### config.mk
export PLATFORM = sky130hd
export DESIGN_NAME = pcl_loader
export DESIGN_NICKNAME = d
export VERILOG_FILES = /design/src/verilog/pcl_loader.v
export VERILOG_INCLUDE_DIRS = /design/src /design/src/include
export SDC_FILE = /design/constraint.sdc
export NUM_CORES = 1
export LEC_CHECK = 0
export ABC_CLOCK_PERIOD_IN_PS = 4130
export BUFFER_PORTS_ARGS = -buffer_cell sky130_fd_sc_hd__buf_2
export CAP_MARGIN = 15
export CORE_MARGIN = 5
export CORE_UTILIZATION = 35
export CTS_CLUSTER_DIAMETER = 50
export CTS_CLUSTER_SIZE = 12
export DETAILED_ROUTE_END_ITERATION = 10
export GPL_ROUTABILITY_DRIVEN = 0
export SLEW_MARGIN = 0
export SYNTH_ARGS = -nofsm -noshare
export SYNTH_HDL_FRONTEND = slang
export SYNTH_SLANG_ARGS = --single-unit
### constraint.sdc
create_clock -name clk -period 4.13 [get_ports clk]
set_input_delay 0.826 -clock clk [delete_from_list [all_inputs] [get_ports clk]]
set_output_delay 0.826 -clock clk [all_outputs]
set_load 0.005 [all_outputs]
### src/include/pcl_map.vh
`ifndef PCL_MAP_VH
`define PCL_MAP_VH

// ***********************************************
// Register offsets (byte addresses)
// ***********************************************
`define PCL_OFS_CTRL 8'h00
`define PCL_OFS_WORDS 8'h04
`define PCL_OFS_STATUS 8'h08
`define PCL_OFS_COUNT 8'h0c
`define PCL_OFS_LASTW 8'h10

// ***********************************************
// Control fields and reset values
// ***********************************************
`define PCL_CTRL_W16 0
`define PCL_CTRL_ENC 1
`define PCL_CTRL_CMP 2
`define PCL_CTRL_USRCLK 3
`define PCL_CTRL_RST 4'h0
`define PCL_WORDS_RST 24'h000100

// ***********************************************
// Status fields
// ***********************************************
`define PCL_ST_STATE_LSB 0
`define PCL_ST_RATIO_LSB 4
`define PCL_ST_READY 8
`define PCL_ST_DONE 9
`define PCL_ST_USER 10
`define PCL_ST_REQ 11

// ***********************************************
// Timing
// ***********************************************
`define PCL_CLK_NS 8
`define PCL_T_STATUS_MIN_US 268
`define PCL_T_STATUS_MAX_US 1506
`define PCL_T_CD2UM_MIN_US 175
`define PCL_T_CD2UM_MAX_US 437
`define PCL_CFGCLK_MIN_PERIOD_NS 8
`define PCL_CD2CU_PERIODS 4
`define PCL_T_INIT_CYCLES 8576
`define PCL_CD2CU_CYC ((`PCL_CD2CU_PERIODS * `PCL_CFGCLK_MIN_PERIOD_NS + `PCL_CLK_NS - 1) / `PCL_CLK_NS)

`endif

### src/verilog/pcl_loader.v
// Decided for this implementation: the placing of the registers and the AHB-Lite interface to the registers.
`timescale 1ns/1ps
`include "pcl_map.vh"

// What this block does
// - 8-bit: ratio 1, or 2 with compression
// - 16-bit: ratio 1, 2 encrypted, 4 compressed
// - Load-complete low within 600 ns of request
// - Ready low within 600 ns of request
// - Ready low between 268 and 1506 us
// - Ready rises within 1506 us after request
// - Words sampled on configuration clock rising edges
// - Oscillator init: user mode 175 to 437 us
// - User clock enabled after 4 clock periods
// - Count 8576 init clocks before user mode
// - External low ready or long request postpones
module pcl_loader #(
  parameter STATUS_MIN_CYC = (`PCL_T_STATUS_MIN_US * 1000 + `PCL_CLK_NS - 1) / `PCL_CLK_NS,
  parameter INIT_OSC_CYC = (`PCL_T_CD2UM_MIN_US * 1000 + `PCL_CLK_NS - 1) / `PCL_CLK_NS,
  parameter INIT_USR_CYC = `PCL_T_INIT_CYCLES
) (
  input wire clk,
  input wire nrst,
  input wire hsel,
  input wire [31:0] haddr,
  input wire [1:0] htrans,
  input wire hwrite,
  input wire [2:0] hsize,
  input wire [31:0] hwdata,
  input wire hready,
  output reg [31:0] hrdata,
  output reg hreadyout,
  output reg hresp,
  input wire reconfig_request_low,
  input wire device_ready_low_i,
  output reg device_ready_low_o,
  output reg device_ready_low_oe,
  output reg load_complete,
  input wire cfg_word_clock,
  input wire [15:0] cfg_data,
  input wire user_init_clock,
  output reg user_init_enable,
  output reg user_mode
);

  // ***********************************************
  // States and helpers
  // ***********************************************
  localparam [2:0] ST_CLEAR = 3'h0;
  localparam [2:0] ST_RELEASE = 3'h1;
  localparam [2:0] ST_LOAD = 3'h2;
  localparam [2:0] ST_INIT_DLY = 3'h3;
  localparam [2:0] ST_INIT = 3'h4;
  localparam [2:0] ST_USER = 3'h5;

  // Last tick of the user clock enable delay, sized to the timer
  localparam CU_CYC = `PCL_CD2CU_CYC;
  localparam [17:0] CU_LAST = CU_CYC[17:0] - 18'h00001;

  function [2:0] ratio_of;
    input w16;
    input enc;
    input cmp;
    begin
      if (!w16) begin
        ratio_of = cmp ? 3'h2 : 3'h1;
      end else if (cmp) begin
        ratio_of = 3'h4;
      end else begin
        ratio_of = enc ? 3'h2 : 3'h1;
      end
    end
  endfunction

  // ***********************************************
  // Pin synchronisers
  // ***********************************************
  reg req_s1_q;
  reg req_s2_q;
  reg rdy_s1_q;
  reg rdy_s2_q;
  reg cck_s1_q;
  reg cck_s2_q;
  reg cck_s3_q;
  reg uck_s1_q;
  reg uck_s2_q;
  reg uck_s3_q;
  reg [15:0] dat_s1_q;
  reg [15:0] dat_s2_q;

  always @(posedge clk) begin
    if (!nrst) begin
      req_s1_q <= 1'b1;
      req_s2_q <= 1'b1;
      rdy_s1_q <= 1'b0;
      rdy_s2_q <= 1'b0;
      cck_s1_q <= 1'b0;
      cck_s2_q <= 1'b0;
      cck_s3_q <= 1'b0;
      uck_s1_q <= 1'b0;
      uck_s2_q <= 1'b0;
      uck_s3_q <= 1'b0;
      dat_s1_q <= 16'h0000;
      dat_s2_q <= 16'h0000;
    end else begin
      req_s1_q <= reconfig_request_low;
      req_s2_q <= req_s1_q;
      rdy_s1_q <= device_ready_low_i;
      rdy_s2_q <= rdy_s1_q;
      cck_s1_q <= cfg_word_clock;
      cck_s2_q <= cck_s1_q;
      cck_s3_q <= cck_s2_q;
      uck_s1_q <= user_init_clock;
      uck_s2_q <= uck_s1_q;
      uck_s3_q <= uck_s2_q;
      // Data travels in step with the clock so both are seen at the same edge
      dat_s1_q <= cfg_data;
      dat_s2_q <= dat_s1_q;
    end
  end

  wire cck_rise = cck_s2_q & ~cck_s3_q;
  wire uck_rise = uck_s2_q & ~uck_s3_q;

  // ***********************************************
  // Registers
  // ***********************************************
  reg [3:0] ctrl_q;
  reg [23:0] words_q;
  reg [23:0] count_q;
  reg [15:0] lastw_q;
  reg [2:0] state_q;
  reg [17:0] tmr_q;
  reg [1:0] phase_q;
  reg dp_wr_q;
  reg [7:0] dp_addr_q;

  wire [2:0] ratio = ratio_of(ctrl_q[`PCL_CTRL_W16], ctrl_q[`PCL_CTRL_ENC], ctrl_q[`PCL_CTRL_CMP]);
  wire [15:0] word_in = ctrl_q[`PCL_CTRL_W16] ? dat_s2_q : {8'h00, dat_s2_q[7:0]};

  // ***********************************************
  // AHB-Lite slave, zero wait states
  // ***********************************************
  wire ap_valid = hsel & htrans[1] & hready;
  reg [31:0] rd_mux;

  always @* begin
    rd_mux = 32'h00000000;
    case (haddr[7:0])
      `PCL_OFS_CTRL: begin
        rd_mux = {28'h0000000, ctrl_q};
      end
      `PCL_OFS_WORDS: begin
        rd_mux = {8'h00, words_q};
      end
      `PCL_OFS_STATUS: begin
        rd_mux[`PCL_ST_STATE_LSB +: 3] = state_q;
        rd_mux[`PCL_ST_RATIO_LSB +: 3] = ratio;
        rd_mux[`PCL_ST_READY] = rdy_s2_q;
        rd_mux[`PCL_ST_DONE] = load_complete;
        rd_mux[`PCL_ST_USER] = user_mode;
        rd_mux[`PCL_ST_REQ] = ~req_s2_q;
      end
      `PCL_OFS_COUNT: begin
        rd_mux = {8'h00, count_q};
      end
      `PCL_OFS_LASTW: begin
        rd_mux = {16'h0000, lastw_q};
      end
      default: begin
        rd_mux = 32'h00000000;
      end
    endcase
  end

  always @(posedge clk) begin
    if (!nrst) begin
      hrdata <= 32'h00000000;
      hreadyout <= 1'b1;
      hresp <= 1'b0;
      dp_wr_q <= 1'b0;
      dp_addr_q <= 8'h00;
      ctrl_q <= `PCL_CTRL_RST;
      words_q <= `PCL_WORDS_RST;
    end else begin
      hreadyout <= 1'b1;
      hresp <= 1'b0;
      dp_wr_q <= ap_valid & hwrite & (hsize == 3'h2);
      dp_addr_q <= haddr[7:0];
      if (ap_valid & ~hwrite) begin
        hrdata <= rd_mux;
      end
      if (dp_wr_q) begin
        case (dp_addr_q)
          `PCL_OFS_CTRL: begin
            ctrl_q <= hwdata[3:0];
          end
          `PCL_OFS_WORDS: begin
            words_q <= hwdata[23:0];
          end
          default: begin
            ctrl_q <= ctrl_q;
          end
        endcase
      end
    end
  end

  // ***********************************************
  // Configuration sequence
  // ***********************************************
  always @(posedge clk) begin
    if (!nrst) begin
      state_q <= ST_CLEAR;
      tmr_q <= 18'h00000;
      phase_q <= 2'h0;
      count_q <= 24'h000000;
      lastw_q <= 16'h0000;
      device_ready_low_o <= 1'b0;
      device_ready_low_oe <= 1'b1;
      load_complete <= 1'b0;
      user_init_enable <= 1'b0;
      user_mode <= 1'b0;
    end else if (!req_s2_q) begin
      // Request low wins over every state; reacts three cycles after the pin
      state_q <= ST_CLEAR;
      tmr_q <= 18'h00000;
      phase_q <= 2'h0;
      count_q <= 24'h000000;
      device_ready_low_oe <= 1'b1;
      load_complete <= 1'b0;
      user_init_enable <= 1'b0;
      user_mode <= 1'b0;
    end else begin
      case (state_q)
        ST_CLEAR: begin
          // Minimum low time counted from reset or from the end of the request low pulse
          if (tmr_q >= STATUS_MIN_CYC[17:0] - 18'h00001) begin
            device_ready_low_oe <= 1'b0;
            state_q <= ST_RELEASE;
          end else begin
            tmr_q <= tmr_q + 18'h00001;
          end
        end
        ST_RELEASE: begin
          // An outside low on the ready wire keeps loading off
          if (rdy_s2_q) begin
            state_q <= ST_LOAD;
          end
        end
        ST_LOAD: begin
          if (cck_rise) begin
            if (phase_q == 2'h0) begin
              lastw_q <= word_in;
              count_q <= count_q + 24'h000001;
              if (count_q + 24'h000001 >= words_q) begin
                load_complete <= 1'b1;
                tmr_q <= 18'h00000;
                state_q <= ctrl_q[`PCL_CTRL_USRCLK] ? ST_INIT_DLY : ST_INIT;
              end
            end
            // Extra clock edges of one word carry no new data
            if ({1'b0, phase_q} == ratio - 3'h1) begin
              phase_q <= 2'h0;
            end else begin
              phase_q <= phase_q + 2'h1;
            end
          end
        end
        ST_INIT_DLY: begin
          if (tmr_q >= CU_LAST) begin
            user_init_enable <= 1'b1;
            tmr_q <= 18'h00000;
            state_q <= ST_INIT;
          end else begin
            tmr_q <= tmr_q + 18'h00001;
          end
        end
        ST_INIT: begin
          if (ctrl_q[`PCL_CTRL_USRCLK]) begin
            if (uck_rise) begin
              if (tmr_q >= INIT_USR_CYC[17:0] - 18'h00001) begin
                user_mode <= 1'b1;
                state_q <= ST_USER;
              end else begin
                tmr_q <= tmr_q + 18'h00001;
              end
            end
          end else if (tmr_q >= INIT_OSC_CYC[17:0] - 18'h00001) begin
            user_mode <= 1'b1;
            state_q <= ST_USER;
          end else begin
            tmr_q <= tmr_q + 18'h00001;
          end
        end
        ST_USER: begin
          user_mode <= 1'b1;
        end
        default: begin
          state_q <= ST_CLEAR;
        end
      endcase
    end
  end

endmodule // pcl_loader

==> flow_metrics.py <==
metrics = {
    "logic_synthesis": {
        "synthTopCellsByArea": "dfxtp_1 41%, mux2i_1 6.0%, ha_1 4.4%",
        "synthTopCellsByCount": "170 x dfxtp_1, 83 x nand2_1, 58 x nor2_1",
        "synth_top_area_cell": "dfxtp_1",
        "ys_warn_count": 0,
        "yosysMostFrequentCell": "dfxtp_1",
        "syn_inst": 944,
        "synth_ff_type": "dfxtp_1",
        "synth_edf_count": 0,
        "syn-cell-area_um2": 8220,
        "syn_area_per_cell_um2": 8.71,
        "synth_cell_type_count": 64,
        "netlist.area_leader.share": 0.414,
        "ys_seq_area_frac": 0.414,
        "ys_ff_latch": 170,
        "synthArstFlopShare": 0,
    },
    "floorplan": {
        "fp-row-count": 56,
        "die_y_um": 163,
        "start_util": 0.352,
        "die_x_um": 163,
        "dieArea_um2": 26700,
        "core_um2": 23300,
        "ioPinCount": 133,
    },
    "worst_setup_path": {
        "timing.rr.start": "count_q[0]$_SDFFE_PN0P_",
        "start_kind": "flip-flop",
        "r2r_cells": 18,
        "critPathKind": "reg2reg",
        "cpPeakStageDelay_ns": 0.54,
        "reg2reg_slack_ns": 0.33,
        "crit_slowest_cell": "or4_1",
        "cpMostUsedCell": "buf_4",
        "worstPathRequired_ns": 4.48,
        "regToRegEndpoint": "tmr_q[15]$_SDFFE_PN0P_",
        "critical_path_arrival_ns": 4.16,
        "endpoint_kind": "flip-flop",
        "crit_chain": "ha_1 -> nand3_1 -> buf_4 -> nor2_1 -> and3_1 -> and3_4 -> nand3_1 -> xnor2_1 -> ha_1 -> nand4_1 -> nor4_1 -> buf_4 -> nor2_1 -> a31oi_1 -> buf_4 -> nor4_2 -> or4_1 -> a21oi_1",
        "cp_max_fo": 6,
    },
    "clock_network": {
        "numCtsBuffers": 17,
        "clkTransAtPathRegs_ns": 0.07,
        "cts_setup_buffers": 0,
        "clock_path_buffers": 2,
        "cts-root-buf": "clkbuf_16",
        "clock_sinks": 170,
        "htreeDepth": 4,
        "cts_tree": "done",
        "hold_buffers": 0,
        "clkLatencyLatePin_ns": 0.44,
    },
    "place": {
        "hpwl_um": 14700,
        "dpl_cell_area_um2": 9030,
        "portBuffers": 88,
        "post-place-ws_ns": 0.236,
    },
    "status": {
        "status": "finished, final reports clean",
    },
    "timing": {
        "period_minus_slack_ns": 3.80,
        "slew_headroom": 0.314,
        "rsz0062_at_grt": "no",
        "post-route-period-util": 0.921,
        "worst_pin_slew_ns": 1.02,
        "hold_violations": 0,
        "fmax_ghz": 0.263,
        "final_max_slew_viol_count": 0,
        "setup_viol": 0,
        "fin_ws_ns": 0.325,
        "fin_skew_ns": 0.0150,
        "setup_tns_ns": 0,
    },
    "grt": {
        "grt_overflow": 0,
        "grt_pass1_wl_um": 34600,
        "grt_max_degree": 63,
        "grtUsageTotal": 0.162,
        "antenna_found_initial": 0,
        "grt_pass1_vias": 6794,
    },
    "hold_path": {
        "whs_path_depth": 1,
        "hold_class": "reg2reg",
        "worstHoldStart": "req_s1_q$_SDFF_PN1_",
        "holdPathEnd": "req_s2_q$_SDFF_PN1_",
    },
    "final_layout": {
        "area_delta_synth_final_pct": 17.4,
        "nNetsFinal": 1146,
        "n_antenna_cell": 0,
        "fin_area_um2": 9650,
        "drive_gt1_frac": 0.167,
    },
    "routing": {
        "viasPerCell": 5.01,
        "drtAntennaViolNets": 0,
        "routed_wl_um": 20800,
        "dr.pass1.iters": 5,
        "dr_total_vias": 6785,
        "drcViolationCount": 0,
        "drt-initial-drc-count": 434,
        "routedWlPerCell_um": 15.4,
    },
    "power_and_ir_drop": {
        "leakage_nw": 4.00,
        "peakVddDrop_v": 0.000221,
        "powerDensity_nw_per_um2": 350,
    },
    "job": {
        "drv_cap": 0,
    },
}
[layout by cell type (no fill, tap or decap), types with 4 or more instances in the layout]
master and n:
a221o_1 4, or4_1 6, o311ai_0 6, and2_1 56, nor3_1 19, o211ai_1 9
mux2i_1 49, a21boi_0 18, nor2b_1 48, nand2b_1 5, nand4_1 13, and3_1 10
or3_1 14, buf_2 88, nand2_1 83, xor2_1 21, o41ai_1 4, xnor2_1 17
conb_1 11, nand3_1 27, inv_8 5, o21ai_0 28, o31ai_1 7, inv_1 36
a31oi_1 5, a22oi_1 7, clkbuf_16 17, buf_4 35, o211a_1 7, nor4_1 8
ha_1 29, a21oi_1 54, inv_6 4, dfxtp_1 169, nor2_1 58
[per-layer routing]
layer,vias up,track usage,share of wire
li1,3431,-,-
met1,3204,0.215,0.48
met2,125,0.268,0.47
met3,25,0.0260,0.035
met4,0,0.0545,0.016
met5,-,0,0
[logic make-up after synthesis]
family	Yosys count	synth area share
xor+xnor	38	0.0405
other cells	2	0.000913
buf+inv	109	0.0584
compound gates	175	0.141
simple gates	370	0.239
fa+ha+maj	29	0.0441
flops	170	0.414
mux	51	0.0624
[flip-flops by register name, indices dropped and copies added (netlist names), 2 cells and up]
signal,flops
count_q,24
ctrl_q,4
dat_s1_q,16
dat_s2_q,16
dp_addr_q,8
hrdata,24
lastw_q,16
phase_q,2
state_q,3
tmr_q,18
words_q,24
[critical path, delay by kind of cell, from the launching register on]
kind	cells	cell delay [ns]
simple gates	10	1.90
flops	1	0.37
buf+inv	3	0.53
compound gates	2	0.30
fa+ha+maj	2	0.48
xor+xnor	1	0.14
[cell type report]
cell class	instances	area (um2)
fillers	2360	13700
inverters	36	135
clock inverters	14	148
multi-input cells	675	4430
repair buffers	123	703
clock buffers	18	429
flip-flops and latches	170	3400
well taps	319	399
[stage by stage]
| step | std cells | power [mW] | hold slack (ns) | utilization |
|---|---|---|---|---|
| 3_5_place_dp | 1322 | 1.84 | 0.405 | 0.387 |
| 2_1_floorplan | 953 | 1.79 | 0.386 | - |
| 6_report | 1355 | 3.37 | 0.416 | 0.414 |
| 3_3_place_gp | 1322 | 1.84 | 0.402 | 0.387 |
| 5_1_grt | 1355 | 3.49 | 0.445 | 0.414 |
| 4_1_cts | 1354 | 3.41 | 0.422 | 0.412 |
[how the worst max path moves through the flow]
stage                                  start                     end  cells past startpoint
finish               count_q[0]$_SDFFE_PN0P_  tmr_q[15]$_SDFFE_PN0P_                     18
global route        count_q[13]$_SDFFE_PN0P_  tmr_q[15]$_SDFFE_PN0P_                     16
CTS                 count_q[13]$_SDFFE_PN0P_   tmr_q[1]$_SDFFE_PN0P_                     17
detailed placement   count_q[1]$_SDFFE_PN0P_  tmr_q[15]$_SDFFE_PN0P_                     17
global placement     count_q[1]$_SDFFE_PN0P_   tmr_q[9]$_SDFFE_PN0P_                     18
floorplan            count_q[0]$_SDFFE_PN0P_   tmr_q[1]$_SDFFE_PN0P_                     15
[power breakdown]
| group | switching [mW] | internal [mW] | total, mW |
|---|---|---|---|
| Clock | 0.761 | 0.809 | 1.57 |
| Combinational | 0.0690 | 0.0580 | 0.127 |
| Sequential | 0.0113 | 1.67 | 1.68 |
| Total | 0.841 | 2.53 | 3.37 |
[what timing repair did]
action                                  in CTS  in global routing
endpoints found under the setup margin       0                 15
gates resized for setup                      0                  6
hold endpoints to repair                     0                  0
No activity file was read; power rests on OpenSTA's default activity.
